<file path="config.mk">
export PLATFORM = sky130hd
export DESIGN_NAME = nbu_uart
export DESIGN_NICKNAME = d
export VERILOG_FILES = /design/src/hdl/nbu_pkg.sv /design/src/hdl/nbu_uart.sv /design/src/hdl/nbu_baud.sv /design/src/hdl/nbu_rx.sv
export VERILOG_INCLUDE_DIRS = /design/src /design/src/hdl
export SDC_FILE = /design/constraint.sdc
export NUM_CORES = 1
export LEC_CHECK = 0
export BUFFER_PORTS_ARGS = -buffer_cell sky130_fd_sc_hd__buf_2
export CAP_MARGIN = 10
export CORE_MARGIN = 1
export CORE_UTILIZATION = 55
export CTS_BUF_LIST = sky130_fd_sc_hd__clkbuf_4 sky130_fd_sc_hd__clkbuf_8
export CTS_CLUSTER_DIAMETER = 150
export DETAILED_ROUTE_END_ITERATION = 7
export HOLD_SLACK_MARGIN = 0.02
export PLACE_DENSITY = 0.8
export SLEW_MARGIN = 15
export SYNTH_ARGS = -nofsm -noshare
export SYNTH_HDL_FRONTEND = slang
export SYNTH_HIERARCHICAL = 1
export SYNTH_SLANG_ARGS = --single-unit
</file>
<file path="constraint.sdc">
create_clock -name pclk -period 3.5 [get_ports pclk]
set_clock_uncertainty 0.2 [all_clocks]
set_input_delay 0.525 -clock pclk [delete_from_list [all_inputs] [get_ports pclk]]
set_output_delay 0.525 -clock pclk [all_outputs]
set_load 0.01 [all_outputs]
</file>
<file path="src/hdl/nbu_consts.svh">
`ifndef NBU_CONSTS_SVH
`define NBU_CONSTS_SVH
// register byte offsets
`define NBU_OFS_CTRL 8'h00
`define NBU_OFS_BUF 8'h04
`define NBU_OFS_PWR 8'h08
`define NBU_OFS_STAT 8'h0C
`define NBU_OFS_MASK 8'h10
// serial_control_reg fields
`define NBU_RX_DONE 0
`define NBU_TX_DONE 1
`define NBU_RX_NINTH 2
`define NBU_TX_NINTH 3
`define NBU_REN 4
`define NBU_MPROC 5
`define NBU_VAR 6
`define NBU_T2SEL 7
// power_control_reg field
`define NBU_DOUBLE 7
// interrupt status and mask fields
`define NBU_IRQ_RX 0
`define NBU_IRQ_TX 1
// reset values
`define NBU_CTRL_RST 8'h00
`define NBU_PWR_RST 8'h00
`define NBU_IRQ_RST 2'h0
// sample ticks per bit minus one, and the mid-bit tick
`define NBU_TICK_LAST 4'hF
`define NBU_TICK_MID 4'h7
// clocks per sample tick minus one: /64 and /32 bit rates
`define NBU_FIX_SLOW 3'h3
`define NBU_FIX_FAST 3'h1
// bit indices of a character
`define NBU_IDX_NINTH 4'h9
`define NBU_IDX_STOP 4'hA
`define NBU_IDX_DATA_LAST 4'h8
// index once the stop bit has gone out
`define NBU_IDX_DONE 4'hB
`endif

</file>
<file path="src/hdl/nbu_pkg.sv">
`default_nettype none
package nbu_pkg;
	// one received character
	typedef struct packed
	{
		logic ninth;
		logic [7:0] data;
	} nbu_char_type;
	// transmitter states
	typedef enum logic [0:0]
	{
		NBU_TX_IDLE = 1'b0,
		NBU_TX_SHIFT = 1'b1
	} nbu_tx_type;
	// receiver states
	typedef enum logic [1:0]
	{
		NBU_RX_IDLE = 2'b00,
		NBU_RX_START = 2'b01,
		NBU_RX_BITS = 2'b10,
		NBU_RX_STOP = 2'b11
	} nbu_rx_type;
endpackage
`default_nettype wire

</file>
<file path="src/hdl/nbu_uart.sv">
// Behaviour
// RL1: character is eleven bit times long
// RL2: eight data bits lsb first, then ninth
// RL3: transmit ninth bit comes from tx_ninth_bit
// RL4: received ninth to rx_ninth_bit; stop unchecked
// RL5: writing serial_buffer starts a character; a write while busy is ignored
// RL6: tx_done_flag sets at stop bit start
// RL7: receive starts only with rx_enable_bit set
// RL8: accept if rx_done_flag clear and address ok
// RL9: accepted: store data, ninth, set rx_done_flag
// RL10: rejected character changes nothing
// RL11: either done flag raises the interrupt; here only its setting does, if its mask bit is set
// RL12: fixed rate is clock over 64 or 32
// RL13: baud_double_bit resets to zero
// RL14: variable rate from timer 1 or 2 overflows
// RL15: software clears both done flags itself
//
// Added by the designer: the register addresses and the APB register port.
`timescale 1ns/1ps
`default_nettype none
`include "nbu_consts.svh"
module nbu_uart
	import nbu_pkg::*;
#(
	parameter int ADDR_WIDTH = 8
)
(
	// clock and reset
	input wire logic pclk,
	input wire logic presetn,
	// apb slave
	input wire logic psel,
	input wire logic penable,
	input wire logic pwrite,
	input wire logic [ADDR_WIDTH-1:0] paddr,
	input wire logic [31:0] pwdata,
	output logic [31:0] prdata,
	output logic pready,
	output logic pslverr,
	// timer overflow pulses for the variable rate
	input wire logic tmr1_ovf,
	input wire logic tmr2_ovf,
	// serial line
	input wire logic rxd,
	output logic txd,
	// interrupt
	output logic irq
);
	// register state
	logic [7:0] ctrl; // serial_control_reg
	logic [7:0] pwr; // power_control_reg
	logic [7:0] rx_buf; // receive half of serial_buffer
	logic [1:0] stat; // sticky interrupt status
	logic [1:0] mask; // interrupt mask

	// bus decode
	logic setup_rd; // first access cycle, answer is prepared
	logic acc; // transfer completes at this edge
	logic wr; // completing write
	logic rd; // completing read
	logic hit_ctrl;
	logic hit_buf;
	logic hit_pwr;
	logic hit_stat;
	logic hit_mask;
	logic mapped;

	// engine links
	logic tick; // sixteen per bit
	nbu_char_type rx_char;
	logic rx_valid;
	logic rx_accept; // character passes the filter
	logic tx_set; // ninth bit ends
	logic tx_load; // software starts a character
	logic [1:0] evt; // events into status

	// transmitter
	nbu_tx_type tx_state;
	logic [3:0] tx_cnt;
	logic [3:0] tx_idx;
	logic [10:0] tx_shreg;
	logic tx_bit_end;
	logic ninth_sent; // ninth bit of the character on the line

	// one address compare shared by all registers
	function automatic logic hit(input logic [ADDR_WIDTH-1:0] a, input logic [7:0] ofs);
		hit = (a == ADDR_WIDTH'(ofs));
	endfunction

	assign hit_ctrl = hit(paddr, `NBU_OFS_CTRL);
	assign hit_buf = hit(paddr, `NBU_OFS_BUF);
	assign hit_pwr = hit(paddr, `NBU_OFS_PWR);
	assign hit_stat = hit(paddr, `NBU_OFS_STAT);
	assign hit_mask = hit(paddr, `NBU_OFS_MASK);
	assign mapped = hit_ctrl | hit_buf | hit_pwr | hit_stat | hit_mask;

	// one wait state: pready rises in the second access cycle
	assign setup_rd = psel & penable & ~pready;
	assign acc = psel & penable & pready;
	assign wr = acc & pwrite;
	assign rd = acc & ~pwrite;

	// bus answer flops
	always_ff @(posedge pclk or negedge presetn)
	begin
		if (!presetn)
		begin
			pready <= 1'b0;
			pslverr <= 1'b0;
		end
		else
		begin
			pready <= setup_rd;
			pslverr <= setup_rd & ~mapped;
		end
	end

	// read data captured one edge ahead of completion
	always_ff @(posedge pclk or negedge presetn)
	begin
		if (!presetn)
			prdata <= 32'h0000_0000;
		else if (setup_rd && !pwrite)
		begin
			prdata <= 32'h0000_0000;
			if (hit_ctrl)
				prdata[7:0] <= ctrl;
			else if (hit_buf)
				prdata[7:0] <= rx_buf;
			else if (hit_pwr)
				prdata[7:0] <= pwr;
			else if (hit_stat)
				prdata[1:0] <= stat;
			else if (hit_mask)
				prdata[1:0] <= mask;
		end
	end

	// baud generator
	nbu_baud nbu_baud_i
	(
		.pclk(pclk),
		.presetn(presetn),
		.variable_rate(ctrl[`NBU_VAR]),
		.use_timer2(ctrl[`NBU_T2SEL]),
		.baud_double_bit(pwr[`NBU_DOUBLE]),
		.tmr1_ovf(tmr1_ovf),
		.tmr2_ovf(tmr2_ovf),
		.tick(tick)
	);

	// receiver
	nbu_rx nbu_rx_i
	(
		.pclk(pclk),
		.presetn(presetn),
		.rx_enable(ctrl[`NBU_REN]),
		.tick(tick),
		.rxd(rxd),
		.rx_char(rx_char),
		.rx_valid(rx_valid)
	);

	// multiprocessor filter; a still-set rx_done_flag blocks it
	assign rx_accept = rx_valid & ~ctrl[`NBU_RX_DONE]
		& (~ctrl[`NBU_MPROC] | rx_char.ninth); // [RL8] [RL15]

	// receive buffer loads only on an accepted character
	always_ff @(posedge pclk or negedge presetn)
	begin
		if (!presetn)
			rx_buf <= 8'h00;
		else if (rx_accept)
			rx_buf <= rx_char.data; // [RL9] [RL10]
	end

	// control register: hardware sets win over a software write
	always_ff @(posedge pclk or negedge presetn)
	begin
		if (!presetn)
			ctrl <= `NBU_CTRL_RST;
		else
		begin
			if (wr && hit_ctrl)
				ctrl <= pwdata[7:0];
			if (rx_accept)
			begin
				ctrl[`NBU_RX_NINTH] <= rx_char.ninth; // [RL4] [RL9]
				ctrl[`NBU_RX_DONE] <= 1'b1; // [RL9]
			end
			if (tx_set)
				ctrl[`NBU_TX_DONE] <= 1'b1; // [RL6]
		end
	end

	// power control, only the rate doubler is kept
	always_ff @(posedge pclk or negedge presetn)
	begin
		if (!presetn)
			pwr <= `NBU_PWR_RST; // [RL13]
		else if (wr && hit_pwr)
			pwr <= pwdata[7:0] & (8'h01 << `NBU_DOUBLE);
	end

	// transmitter: a write while busy is ignored to protect the frame
	assign tx_load = wr & hit_buf & (tx_state == NBU_TX_IDLE); // [RL5]
	assign tx_bit_end = (tx_state == NBU_TX_SHIFT) & tick & (tx_cnt == `NBU_TICK_LAST);
	assign tx_set = tx_bit_end & (tx_idx == `NBU_IDX_NINTH); // [RL6]

	// transmit sequencer
	always_ff @(posedge pclk or negedge presetn)
	begin
		if (!presetn)
		begin
			tx_state <= NBU_TX_IDLE;
			tx_cnt <= 4'h0;
			tx_idx <= 4'h0;
			tx_shreg <= 11'h7FF;
			ninth_sent <= 1'b0;
			txd <= 1'b1;
		end
		else
		begin
			unique case (tx_state)
				NBU_TX_IDLE:
					if (tx_load)
					begin
						// stop, ninth, data, start [RL1] [RL2] [RL3]
						tx_shreg <= {1'b1, ctrl[`NBU_TX_NINTH], pwdata[7:0], 1'b0};
						ninth_sent <= ctrl[`NBU_TX_NINTH];
						tx_cnt <= 4'h0;
						tx_idx <= 4'h0;
						txd <= 1'b0;
						tx_state <= NBU_TX_SHIFT;
					end
				NBU_TX_SHIFT:
				begin
					if (tick)
						tx_cnt <= tx_cnt + 4'h1;
					if (tx_bit_end)
					begin
						tx_shreg <= {1'b1, tx_shreg[10:1]};
						txd <= tx_shreg[1]; // [RL2]
						tx_idx <= tx_idx + 4'h1;
						if (tx_idx == `NBU_IDX_STOP) // [RL1]
						begin
							txd <= 1'b1;
							tx_state <= NBU_TX_IDLE;
						end
					end
				end
			endcase
		end
	end

	// interrupt events follow the done flags being set
	assign evt[`NBU_IRQ_RX] = rx_accept; // [RL11]
	assign evt[`NBU_IRQ_TX] = tx_set; // [RL11]

	// sticky status; a read clears only what it returned, a new event wins
	always_ff @(posedge pclk or negedge presetn)
	begin
		if (!presetn)
			stat <= `NBU_IRQ_RST;
		else if (rd && hit_stat)
			stat <= (stat & ~prdata[1:0]) | evt;
		else
			stat <= stat | evt;
	end

	// interrupt mask
	always_ff @(posedge pclk or negedge presetn)
	begin
		if (!presetn)
			mask <= `NBU_IRQ_RST;
		else if (wr && hit_mask)
			mask <= pwdata[1:0];
	end

	// level interrupt, one cycle behind the status
	always_ff @(posedge pclk or negedge presetn)
	begin
		if (!presetn)
			irq <= 1'b0;
		else
			irq <= |(stat & mask); // [RL11]
	end

	property p_load_start;
		@(posedge pclk) disable iff (!presetn)
		tx_load |=> (tx_state == NBU_TX_SHIFT) && !txd;
	endproperty
	a_load_start: assert property (p_load_start) else $error("write did not start a character"); // [RL5]

	property p_ninth_on_line;
		@(posedge pclk) disable iff (!presetn)
		tx_set |-> (txd == ninth_sent) ##1 txd;
	endproperty
	a_ninth_on_line: assert property (p_ninth_on_line) else $error("ninth bit or stop wrong"); // [RL3]

	property p_tx_done_set;
		@(posedge pclk) disable iff (!presetn)
		tx_set |=> ctrl[`NBU_TX_DONE] && (tx_idx == `NBU_IDX_STOP);
	endproperty
	a_tx_done_set: assert property (p_tx_done_set) else $error("tx_done_flag not set at stop"); // [RL6]

	property p_frame_len;
		@(posedge pclk) disable iff (!presetn)
		(tx_bit_end && tx_idx == `NBU_IDX_STOP) |=> (tx_state == NBU_TX_IDLE) && (tx_idx == `NBU_IDX_DONE);
	endproperty
	a_frame_len: assert property (p_frame_len) else $error("frame not eleven bits"); // [RL1]

	property p_accept;
		@(posedge pclk) disable iff (!presetn)
		rx_accept |=> ctrl[`NBU_RX_DONE] && (rx_buf == $past(rx_char.data)) && (ctrl[`NBU_RX_NINTH] == $past(rx_char.ninth));
	endproperty
	a_accept: assert property (p_accept) else $error("accepted character not stored"); // [RL9]

	property p_reject;
		@(posedge pclk) disable iff (!presetn)
		(rx_valid && !rx_accept && !wr) |=> (rx_buf == $past(rx_buf)) && $stable(ctrl[`NBU_RX_DONE]) && $stable(ctrl[`NBU_RX_NINTH]);
	endproperty
	a_reject: assert property (p_reject) else $error("rejected character changed state"); // [RL10]

	property p_filter;
		@(posedge pclk) disable iff (!presetn)
		(rx_valid && !ctrl[`NBU_RX_DONE] && ctrl[`NBU_MPROC] && !rx_char.ninth && !wr) |=> !ctrl[`NBU_RX_DONE];
	endproperty
	a_filter: assert property (p_filter) else $error("address filter let data through"); // [RL8]

	property p_irq;
		@(posedge pclk) disable iff (!presetn)
		(tx_set && mask[`NBU_IRQ_TX] && !(wr && hit_mask)) |-> ##2 irq;
	endproperty
	a_irq: assert property (p_irq) else $error("tx_done_flag raised no interrupt"); // [RL11]

	property p_double_reset;
		@(posedge pclk)
		$rose(presetn) |-> !pwr[`NBU_DOUBLE];
	endproperty
	a_double_reset: assert property (p_double_reset) else $error("baud_double_bit not zero after reset"); // [RL13]

	c_frame: cover property (@(posedge pclk) disable iff (!presetn) tx_set);
	c_accept: cover property (@(posedge pclk) disable iff (!presetn) rx_accept);
	c_reject: cover property (@(posedge pclk) disable iff (!presetn) rx_valid && !rx_accept);
	c_irq: cover property (@(posedge pclk) disable iff (!presetn) $rose(irq));
endmodule // nbu_uart
`default_nettype wire

</file>
<file path="src/hdl/nbu_baud.sv">
`timescale 1ns/1ps
`default_nettype none
`include "nbu_consts.svh"
module nbu_baud
	import nbu_pkg::*;
(
	// clock and reset
	input wire logic pclk,
	input wire logic presetn,
	// rate selection
	input wire logic variable_rate,
	input wire logic use_timer2,
	input wire logic baud_double_bit,
	// timer overflow pulses
	input wire logic tmr1_ovf,
	input wire logic tmr2_ovf,
	// sixteen ticks per bit
	output logic tick
);
	logic [2:0] div; // fixed-rate clock divider
	logic t1_half; // timer 1 overflow halver
	logic [2:0] div_last;

	assign div_last = baud_double_bit ? `NBU_FIX_FAST : `NBU_FIX_SLOW;

	// fixed-rate divider, free running so both directions share it
	always_ff @(posedge pclk or negedge presetn)
	begin
		if (!presetn)
			div <= 3'h0;
		else if (div >= div_last)
			div <= 3'h0;
		else
			div <= div + 3'h1;
	end

	// timer 1 overflows count half unless the rate is doubled
	always_ff @(posedge pclk or negedge presetn)
	begin
		if (!presetn)
			t1_half <= 1'b0;
		else if (tmr1_ovf)
			t1_half <= ~t1_half;
	end

	// tick selection
	always_ff @(posedge pclk or negedge presetn)
	begin
		if (!presetn)
			tick <= 1'b0;
		else if (!variable_rate)
			tick <= (div >= div_last); // [RL12]
		else if (use_timer2)
			tick <= tmr2_ovf; // [RL14]
		else
			tick <= tmr1_ovf & (baud_double_bit | t1_half); // [RL14]
	end

	property p_fixed_slow;
		@(posedge pclk) disable iff (!presetn)
		(tick && !variable_rate && !baud_double_bit) ##1 (!variable_rate && !baud_double_bit)[*4]
			|-> tick && !$past(tick, 1) && !$past(tick, 2) && !$past(tick, 3);
	endproperty
	a_fixed_slow: assert property (p_fixed_slow) else $error("fixed slow tick spacing wrong"); // [RL12]

	property p_timer2;
		@(posedge pclk) disable iff (!presetn)
		(variable_rate && use_timer2 && tmr2_ovf) |=> tick;
	endproperty
	a_timer2: assert property (p_timer2) else $error("timer 2 overflow gave no tick"); // [RL14]
endmodule // nbu_baud
`default_nettype wire

</file>
<file path="src/hdl/nbu_rx.sv">
`timescale 1ns/1ps
`default_nettype none
`include "nbu_consts.svh"
module nbu_rx
	import nbu_pkg::*;
(
	// clock and reset
	input wire logic pclk,
	input wire logic presetn,
	// control
	input wire logic rx_enable,
	input wire logic tick,
	// serial line
	input wire logic rxd,
	// received character
	output nbu_char_type rx_char,
	output logic rx_valid
);
	nbu_rx_type state; // receiver state
	logic [3:0] cnt; // sample ticks within a bit
	logic [3:0] idx; // data bit index
	logic [8:0] shreg; // ninth bit lands at the top

	// receive sequencer; stop bit is not checked
	always_ff @(posedge pclk or negedge presetn)
	begin
		if (!presetn)
		begin
			state <= NBU_RX_IDLE;
			cnt <= 4'h0;
			idx <= 4'h0;
			shreg <= 9'h000;
			rx_char <= '0;
			rx_valid <= 1'b0;
		end
		else
		begin
			rx_valid <= 1'b0;
			if (tick)
			begin
				cnt <= cnt + 4'h1;
				unique case (state)
					NBU_RX_IDLE:
					begin
						cnt <= 4'h0;
						if (rx_enable && !rxd) // [RL7]
							state <= NBU_RX_START;
					end
					NBU_RX_START:
						if (cnt == `NBU_TICK_MID)
						begin
							// a glitch shorter than half a bit is no start
							cnt <= 4'h0;
							idx <= 4'h0;
							state <= rxd ? NBU_RX_IDLE : NBU_RX_BITS;
						end
					NBU_RX_BITS:
						if (cnt == `NBU_TICK_LAST)
						begin
							shreg <= {rxd, shreg[8:1]}; // lsb first [RL2]
							idx <= idx + 4'h1;
							if (idx == `NBU_IDX_DATA_LAST)
								state <= NBU_RX_STOP;
						end
					NBU_RX_STOP:
						if (cnt == `NBU_TICK_LAST)
						begin
							// mid stop bit: hand over whatever it holds [RL4]
							rx_char <= '{ninth: shreg[8], data: shreg[7:0]};
							rx_valid <= 1'b1;
							state <= NBU_RX_IDLE;
						end
				endcase
			end
		end
	end

	property p_no_start;
		@(posedge pclk) disable iff (!presetn)
		(state == NBU_RX_IDLE && !rx_enable) |=> (state == NBU_RX_IDLE);
	endproperty
	a_no_start: assert property (p_no_start) else $error("receiver started while disabled"); // [RL7]
endmodule // nbu_rx
`default_nettype wire

</file>
==> results of run 1 <==
## sequential cells by signal, summed over array words and instances (netlist names), 2 cells and up, named ones only
signal,count
tx_idx,4
tx_shreg,9
nbu_rx_i/idx,4
nbu_rx_i/shreg,9
prdata,8
tx_cnt,4
stat,2
nbu_rx_i/cnt,4
rx_buf,8
nbu_baud_i/div,3
ctrl,8
mask,2
nbu_rx_i/rx_char,9
## final timing paths
path                            slack, ns  cells after the start                 end         startpoint
worst min register to register       0.27                      1   nbu_baud_i/div[0]  nbu_baud_i/div[2]
worst max register to register       1.15                      5         tx_shreg[4]           tx_state
max in group asynchronous            2.04                      3         tx_shreg[6]            presetn
worst min-delay path                 0.17                      2  nbu_baud_i/t1_half           tmr1_ovf
min in group asynchronous            0.40                      2           tx_idx[0]            presetn
worst max-delay path                 1.12                      4             ctrl[7]           paddr[7]
## cell type report
type	instances	area (sq um)	area share, %
clock inverter	6	86.3	1.87
multi-input combinational	260	1830	39.8
tap	99	124	2.69
sequential	85	2140	46.5
inverter	14	52.6	1.14
timing repair buffer	39	230	5.00
clock buffer	10	138	2.99
## power by group through the flow
stage,clock [mW],combinational (mW),sequential [mW]
2_1_floorplan,0,0.439,1.29
3_5_place_dp,0,0.508,1.35
6_report,0.761,0.515,1.34
4_1_cts,0.779,0.515,1.34
3_3_place_gp,0,0.477,1.35
5_1_grt,0.810,0.593,1.37
## cells in the mapped netlist, types with 7 or more instances
library cell / count / area [sq um]
nand2_1: 25 / 93.8
nand3_1: 15 / 75.1
mux2_2: 35 / 394
mux2i_1: 17 / 170
ha_1: 9 / 113
dfstp_2: 10 / 263
buf_4: 25 / 188
a21oi_1: 8 / 40.0
nor2_1: 15 / 56.3
dfrtp_1: 75 / 1880
o21ai_2: 8 / 70.1
nor3_1: 7 / 35.0
o21ai_0: 22 / 110
inv_1: 14 / 52.6
## per-stage QoR
stage	hold WS [ns]	utilization, %	power [mW]	setup slack (ns)	instance area (sq um)
6_report	0.171	62.8	2.62	1.12	4600
5_1_grt	0.163	62.8	2.77	1.03	4600
4_1_cts	0.157	62.3	2.63	1.11	4570
3_5_place_dp	0.257	59.2	1.86	0.750	4340
3_3_place_gp	0.243	59.2	1.82	0.834	4340
2_1_floorplan	0.0294	-	1.73	1.01	4280
## metal layers
layer | global-route usage (%) | part of all wire, % | vias to the layer above | wire length [um]
li1 | - | - | 1359 | -
met1 | 28.9 | 45 | 1437 | 3580
met2 | 36.0 | 50 | 77 | 3930
met3 | 5.17 | 4.4 | 5 | 346
met4 | 6.78 | 0.58 | 0 | 46
met5 | 0 | 0 | - | 0
## logic make-up after synthesis
kind of cell	after synthesis	share of synthesized area [%]
compound gates	67	10.6
xor+xnor	5	1.04
fa+ha+maj	9	2.68
buf+inv	52	7.34
flops	85	51.0
mux	52	13.5
other cells	1	0.0894
simple gates	103	13.8
==> results.sh, run 1 <==
export IMPL_path_buf_inv=1
export IMPL_rows=31
export IMPL_clk_path_buf_depth=2
export IMPL_vias_per_cell=5.61
export IMPL_cp_start_kind="primary input"
export IMPL_power_per_cell_area_nw_per_um2=569
export IMPL_antenna_cells=0
export IMPL_initial_utilization_pct=57.2
export IMPL_syn_avg_cell_area_sq_um=11.2
export IMPL_grt_overflow=0
export IMPL_htreeDepth=3
export IMPL_wl_per_cell_um=15.4
export IMPL_maxSlewViolCount=0
export IMPL_intPower_mw=1.83
export IMPL_setup_viol=0
export IMPL_coreArea_sq_um=7330
export IMPL_synthesis_instances=374
export IMPL_max_freq_ghz=0.420
export IMPL_slowest_delay_ns=0.73
export IMPL_status="finished, final reports clean"
export IMPL_crit_fanout=9
export IMPL_mostFrequentLayoutCell="dfrtp_1"
export IMPL_p_leak_nw=2.21
export IMPL_async_reset_ff_share_pct=100
export IMPL_yosysWarnings=6
export IMPL_slowest_stage="nor4_4"
export IMPL_synth_edf_count=0
export IMPL_grt_use_total_pct=21.9
export IMPL_cp_top_family="simple AND/OR/NAND/NOR gates"
export IMPL_insertion_delay_ns=0.35
export IMPL_final_cell_mix="dfrtp_1, mux2_2, buf_2, nand2_1, conb_1"
export IMPL_rsz0062_at_grt="no"
export IMPL_worstMarginPinSlew_ns=1.01
export IMPL_crit_chain="buf_2 > or4_1 > nor4_4 > mux2_2"
export IMPL_ys_types=56
export IMPL_routed_wl_um=7900
export IMPL_power_switching_share_pct=30.2
export IMPL_first_iter_violations=130
export IMPL_min_path_type="primary input to register"
export IMPL_ys_seq_area_share_pct=51.0
export IMPL_clkPwrFrac_pct=29.0
export IMPL_required_ns=3.53
export IMPL_grt_max_degree=86
export IMPL_critPathCaptureType="register"
export IMPL_antenna_found_initial=0
export IMPL_dp_hpwl_um=5330
export IMPL_gp_congestion=0.850
export IMPL_drive_above_1_share_pct=27.5
export IMPL_cts_root_buf="clkbuf_8"
export IMPL_cts_tree="yes"
export IMPL_cts_setup_buffers=0
export IMPL_final_cells=513
export IMPL_cap_violations=0
export IMPL_dp_cells=495
export IMPL_cts_sinks=85
export IMPL_path_class="primary input to register"
export IMPL_syn_area_sq_um=4200
export IMPL_postCtsHoldBufs=0
export IMPL_min_period_ns=2.38
export IMPL_post_route_period_util_pct=68.0
export IMPL_syn2layout_area_growth_pct=9.75
export IMPL_synth_top_flop_cell="dfrtp_1"
export IMPL_fin_nets=466
export IMPL_cts_buffers=9
export IMPL_grt_pass1_vias=2668
export IMPL_ys_ff_latch=85
export IMPL_max_slew_margin_rel_pct=32.7
export IMPL_clk_pin_slew_ns=0.08
export IMPL_drtAntennaViolNets=0
export IMPL_seq_power_share_pct=51.3
export IMPL_port_buffers=35
export IMPL_io_pins=84
export IMPL_grt_pass1_wl_um=13000
export IMPL_vias=2878
export IMPL_drc=0
export IMPL_hold_violations=0
export IMPL_cp_data_arrival_time_ns=2.41
export IMPL_n_fill_cell=592
export IMPL_comb_power_share_pct=19.6
export IMPL_die_width_um=89.3
export IMPL_fin_setup_tns_ns=0
export IMPL_die_area_sq_um=7980
export IMPL_vdd_ir_drop_max_v=0.000368
export IMPL_die_y_um=89.3
export IMPL_cts_resized_gates=0
export IMPL_firstDrtPassIters=6
export IMPL_p_switching_mw=0.791
(Power assumes the default switching activity.)
==> inputs of run 2 (changes only) <==
- clock period: 3.5 -> 2.4 ns (I/O delays scaled with it)
==> run 2 against run 1 <==
Effect of this change: sequential share of layout area down 0.75 points; worst setup slack worse by 0.85 ns; via count rose by 1.1%; power grew 44%; routed wire length grew 2.8%; core utilization grew 1.0 points; non-clock buffer count increased by 13; critical path type is now register to register; critical endpoint is now nbu_rx_i/rx_char[5]; largest cell class unchanged; highest routed layer unchanged.
==> results.sh, run 2 (synthesis gave the netlist of run 1 again) <==
export IMPL_htreeDepth=3
export IMPL_final_cell_mix="dfrtp_1, mux2_2, buf_2, nand2_1, conb_1"
export IMPL_placement_cell_area_sq_um=4450
export IMPL_status="finished, final reports clean"
export IMPL_die_area_sq_um=7980
export IMPL_largestRegisters="nbu_rx_i/rx_char (9), nbu_rx_i/shreg (9), tx_shreg (9)"
export IMPL_post_route_period_util_pct=89.0
export IMPL_gp_congestion=0.864
export IMPL_setup_viol=0
export IMPL_drive_above_1_share_pct=29.5
export IMPL_antenna_found_initial=0
export IMPL_cts_buffers=9
export IMPL_power_per_cell_area_nw_per_um2=807
export IMPL_slowest_delay_ns=0.47
export IMPL_rows=31
export IMPL_io_pins=84
export IMPL_grt_pass1_wl_um=13200
export IMPL_worstMarginPinSlew_ns=0.552
export IMPL_fin_setup_tns_ns=0
export IMPL_clk_pin_slew_ns=0.08
export IMPL_cp_top_family="simple AND/OR/NAND/NOR gates"
export IMPL_holdPathEnd="pwr[7]"
export IMPL_grt_max_degree=46
export IMPL_grt_use_total_pct=22.1
export IMPL_cp_start_kind="register"
export IMPL_rsz0062_at_grt="no"
export IMPL_cp_data_arrival_time_ns=2.18
export IMPL_cts_resized_gates=0
export IMPL_mostFrequentLayoutCell="dfrtp_1"
export IMPL_n_fill_cell=560
export IMPL_firstDrtPassIters=4
export IMPL_max_slew_margin_rel_pct=63.2
export IMPL_vdd_ir_drop_max_v=0.000451
export IMPL_cts_tree="yes"
export IMPL_rr_worst_depth=4
export IMPL_syn2layout_area_growth_pct=11.5
export IMPL_antenna_cells=0
export IMPL_cts_root_buf="clkbuf_8"
export IMPL_fin_area_sq_um=4680
export IMPL_post_route_util_pct=63.8
export IMPL_first_iter_violations=109
export IMPL_vias=2909
export IMPL_path_class="register to register"
export IMPL_maxSlewViolCount=0
export IMPL_hold_violations=0
export IMPL_routed_wl_um=8120
export IMPL_fin_nets=479
export IMPL_path_buf_inv=0
export IMPL_die_y_um=89.3
export IMPL_slowest_stage="nor3_4"
export IMPL_crit_chain="ha_1 > nand4_1 > nor3_4 > mux2_2"
export IMPL_drtAntennaViolNets=0
export IMPL_required_ns=2.44
export IMPL_r2r_slack_ns=0.26
export IMPL_min_path_type="primary input to register"
export IMPL_grt_overflow=0
export IMPL_max_freq_ghz=0.468
export IMPL_crit_reg2reg_launch="nbu_rx_i/cnt[0]"
export IMPL_drc=0
export IMPL_min_period_ns=2.14
export IMPL_crit_fanout=10
export IMPL_vias_per_cell=5.53
export IMPL_hold_depth=2
export IMPL_power_mw=3.78
export IMPL_insertion_delay_ns=0.36
export IMPL_grt_pass1_vias=2741
export IMPL_clk_path_buf_depth=2
export IMPL_wl_per_cell_um=15.4
export IMPL_initial_utilization_pct=57.2
export IMPL_p_leak_nw=2.26
export IMPL_cap_violations=0
export IMPL_port_buffers=35
export IMPL_r2r_end="nbu_rx_i/rx_char[5]"
export IMPL_critPathCaptureType="register"
export IMPL_dp_hpwl_um=6000
export IMPL_coreArea_sq_um=7330
export IMPL_worstHoldStart="pwdata[7]"
export IMPL_die_width_um=89.3
export IMPL_cts_sinks=85
-- run 2: changes by cell type in the layout (fill, tap and decap cells not counted) --
cell / before / now
buf_4: 3 / 15
inv_6: 0 / 2
buf_12: 0 / 1
buf_16: 1 / 0
bufinv_16: 2 / 1
clkinv_2: 2 / 1
dlygate4sd3_1: 1 / 2
-- run 2: layout make-up --
| class | instances | area, sq um | share of cell area, % |
|---|---|---|---|
| clock buffers | 10 | 138 | 2.94 |
| clock inverters | 6 | 68.8 | 1.47 |
| inverters | 14 | 52.6 | 1.12 |
| multi-input cells | 260 | 1830 | 39.2 |
| flip-flops and latches | 85 | 2140 | 45.7 |
| well taps | 99 | 124 | 2.65 |
| repair buffers | 52 | 323 | 6.90 |
-- run 2: routing by layer --
layer,GRT usage (%),routed length [um],vias up
met4,6.93,111,0
met2,37.3,4060,74
met3,4.71,328,12
li1,-,-,1384
met1,28.7,3620,1439
met5,0,0,-
-- run 2: how the worst max path moves through the flow --
| stage | slack [ns] | endpoint | depth (start not counted) | start |
|---|---|---|---|---|
| floorplan | 0.08 | tx_shreg[1] | 7 | paddr[7] |
| global placement | 0.06 | tx_cnt[0] | 6 | paddr[7] |
| detailed placement | 0.02 | tx_cnt[0] | 6 | paddr[7] |
| CTS | 0.27 | tx_cnt[0] | 5 | tx_state |
| global route | 0.14 | nbu_rx_i/rx_char[7] | 4 | nbu_rx_i/cnt[0] |
| finish | 0.26 | nbu_rx_i/rx_char[5] | 4 | nbu_rx_i/cnt[0] |
-- run 2: what timing repair did --
action,4_1_cts,5_1_grt
setup buffers,0,0
endpoints found under the setup margin,0,0
hold endpoints to repair,36,0
hold buffers,2,0
-- run 2: power breakdown --
part | switching [mW] | internal (mW) | total (mW)
registers | 0.222 | 1.72 | 1.94
clock network | 0.522 | 0.516 | 1.04
logic | 0.444 | 0.353 | 0.797
-- run 2: metrics by stage --
step	cells	hold WS, ns	worst slack, ns
3_5_place_dp	508	0.188	0.0216
3_3_place_gp	508	0.181	0.0553
5_1_grt	526	0.0697	0.139
6_report	526	0.0728	0.265
4_1_cts	526	0.0630	0.273
2_1_floorplan	397	-0.136	0.0762
==> inputs of run 3 (changes only) <==
--- a/config.mk
+++ b/config.mk
@@ -14,4 +14,5 @@
 export CTS_CLUSTER_DIAMETER = 150
 export DETAILED_ROUTE_END_ITERATION = 7
+export GPL_ROUTABILITY_DRIVEN = 0
 export HOLD_SLACK_MARGIN = 0.02
 export PLACE_DENSITY = 0.8
--- a/constraint.sdc
+++ b/constraint.sdc
@@ -3,3 +3,3 @@
 set_input_delay 0.36 -clock pclk [delete_from_list [all_inputs] [get_ports pclk]]
 set_output_delay 0.36 -clock pclk [all_outputs]
-set_load 0.01 [all_outputs]
+set_load 0.1 [all_outputs]
==> run 3 against run 2 <==
Effect of this change: worst setup slack worse by 0.024 ns; sequential share of layout area down 0.18 points; hold slack worse by 0.0065 ns; final area up 0.45%; die area unchanged; largest cell class unchanged; fmax down 1.1%; power up 7.3%.
==> results.sh, run 3 (synthesis gave the netlist of run 1 again) <==
export IMPL_status="finished, final reports clean"
export IMPL_post_route_period_util_pct=90.0
export IMPL_min_path_type="primary input to register"
export IMPL_p_leak_nw=2.26
export IMPL_cts_tree="yes"
export IMPL_insertion_delay_ns=0.35
export IMPL_cts_buffers=9
export IMPL_mostFrequentLayoutCell="dfrtp_1"
export IMPL_port_buffers=35
export IMPL_fin_setup_tns_ns=0
export IMPL_slowest_delay_ns=0.48
export IMPL_first_iter_violations=102
export IMPL_antenna_found_initial=0
export IMPL_maxSlewViolCount=0
export IMPL_initial_utilization_pct=57.2
export IMPL_firstDrtPassIters=5
export IMPL_htreeDepth=3
export IMPL_wl_per_cell_um=14.8
export IMPL_cts_root_buf="clkbuf_8"
export IMPL_io_pins=84
export IMPL_die_area_sq_um=7980
export IMPL_antenna_cells=0
export IMPL_coreArea_sq_um=7330
export IMPL_slowest_stage="nor3_4"
export IMPL_clk_path_buf_depth=2
export IMPL_largestRegisters="nbu_rx_i/rx_char (9), nbu_rx_i/shreg (9), tx_shreg (9)"
export IMPL_cp_data_arrival_time_ns=2.19
export IMPL_grt_max_degree=41
export IMPL_grt_use_total_pct=22.1
export IMPL_drtAntennaViolNets=0
export IMPL_cp_start_kind="register"
export IMPL_dp_hpwl_um=5770
export IMPL_hold_violations=0
export IMPL_die_y_um=89.3
export IMPL_vias_per_cell=5.55
export IMPL_cap_violations=0
export IMPL_setup_viol=0
export IMPL_routed_wl_um=7790
export IMPL_path_class="register to register"
export IMPL_vdd_ir_drop_max_v=0.000525
export IMPL_die_width_um=89.3
export IMPL_cts_sinks=85
export IMPL_syn2layout_area_growth_pct=12.0
export IMPL_timing_final_ws_setup_ns=0.241
export IMPL_rsz0062_at_grt="no"
export IMPL_final_cell_mix="dfrtp_1, mux2_2, buf_2, nand2_1, conb_1"
export IMPL_crit_fanout=10
export IMPL_required_ns=2.43
export IMPL_rows=31
export IMPL_fin_nets=478
export IMPL_clk_pin_slew_ns=0.08
export IMPL_vias=2915
export IMPL_min_period_ns=2.16
export IMPL_critPathCaptureType="register"
export IMPL_crit_chain="ha_1 > nand4_1 > nor3_4 > mux2_2"
export IMPL_fin_hold_ws_ns=0.0662
export IMPL_grt_overflow=0
export IMPL_grt_pass1_vias=2713
export IMPL_max_freq_ghz=0.463
export IMPL_power_per_cell_area_nw_per_um2=862
export IMPL_drive_above_1_share_pct=29.6
export IMPL_grt_pass1_wl_um=13200
export IMPL_drc=0
export IMPL_dp_slack_ns=0.0978
export IMPL_cts_setup_buffers=0
-- run 3: changes by cell type in the layout (fill, tap and decap cells not counted), sizes merged --
| cell | delta |
|---|---|
| buf | -1 |
| bufinv | +1 |
| clkbuf | -1 |
| clkinv | -1 |
| clkinvlp | +1 |
-- run 3: final cells by class --
cell class,instances,area (sq um)
clock inverter,7,97.6
fill,581,2630
sequential,85,2140
tap,99,124
timing repair buffer,51,328
clock buffer,9,124
multi-input combinational,260,1830
inverter,14,52.6
-- run 3: metal layers --
| layer | vias to the layer above | routed length, um | track usage [%] |
|---|---|---|---|
| met3 | 16 | 362 | 5.54 |
| met1 | 1434 | 3530 | 30.7 |
| met5 | - | 0 | 0 |
| li1 | 1380 | - | - |
| met2 | 85 | 3720 | 33.6 |
| met4 | 0 | 172 | 8.37 |
-- run 3: worst paths after layout --
check,to,cells past startpoint,startpoint,slack (ns)
worst min-delay path,ctrl[5],2,pwdata[5],0.07
max in group asynchronous,txd,3,presetn,1.10
min in group asynchronous,tx_idx[0],2,presetn,0.22
worst max register to register,nbu_rx_i/rx_char[0],4,nbu_rx_i/cnt[0],0.24
worst max-delay path,nbu_rx_i/rx_char[0],4,nbu_rx_i/cnt[0],0.24
worst min register to register,nbu_baud_i/div[0],1,nbu_baud_i/div[2],0.25
-- run 3: repair_timing --
item,in CTS,in global routing
hold endpoints to repair,48,0
gates resized for setup,0,0
hold buffers,2,0
-- run 3: through the flow --
step / util, % / cell area (sq um) / power [mW] / std cells
after floorplan: - / 4280 / 2.75 / 397
after global placement: 60.8 / 4460 / 2.91 / 507
after detailed placement: 60.8 / 4460 / 2.97 / 507
after CTS: 64.1 / 4700 / 4.09 / 525
after global routing: 64.1 / 4700 / 4.30 / 525
final: 64.1 / 4700 / 4.05 / 525
-- run 3: worst max-delay path: cells and delay by family (launching register included) --
kind	cells	cell delay [ns]
and+or+nand+nor	2	0.77
muxes	1	0.40
DFF	1	0.39
adders and majority gates	1	0.28
-- run 3: where the power goes --
part	internal (mW)	switching, mW	leakage [nW]
clock network	0.591	0.516	0.106
logic	0.353	0.651	1.06
registers	1.72	0.221	1.09
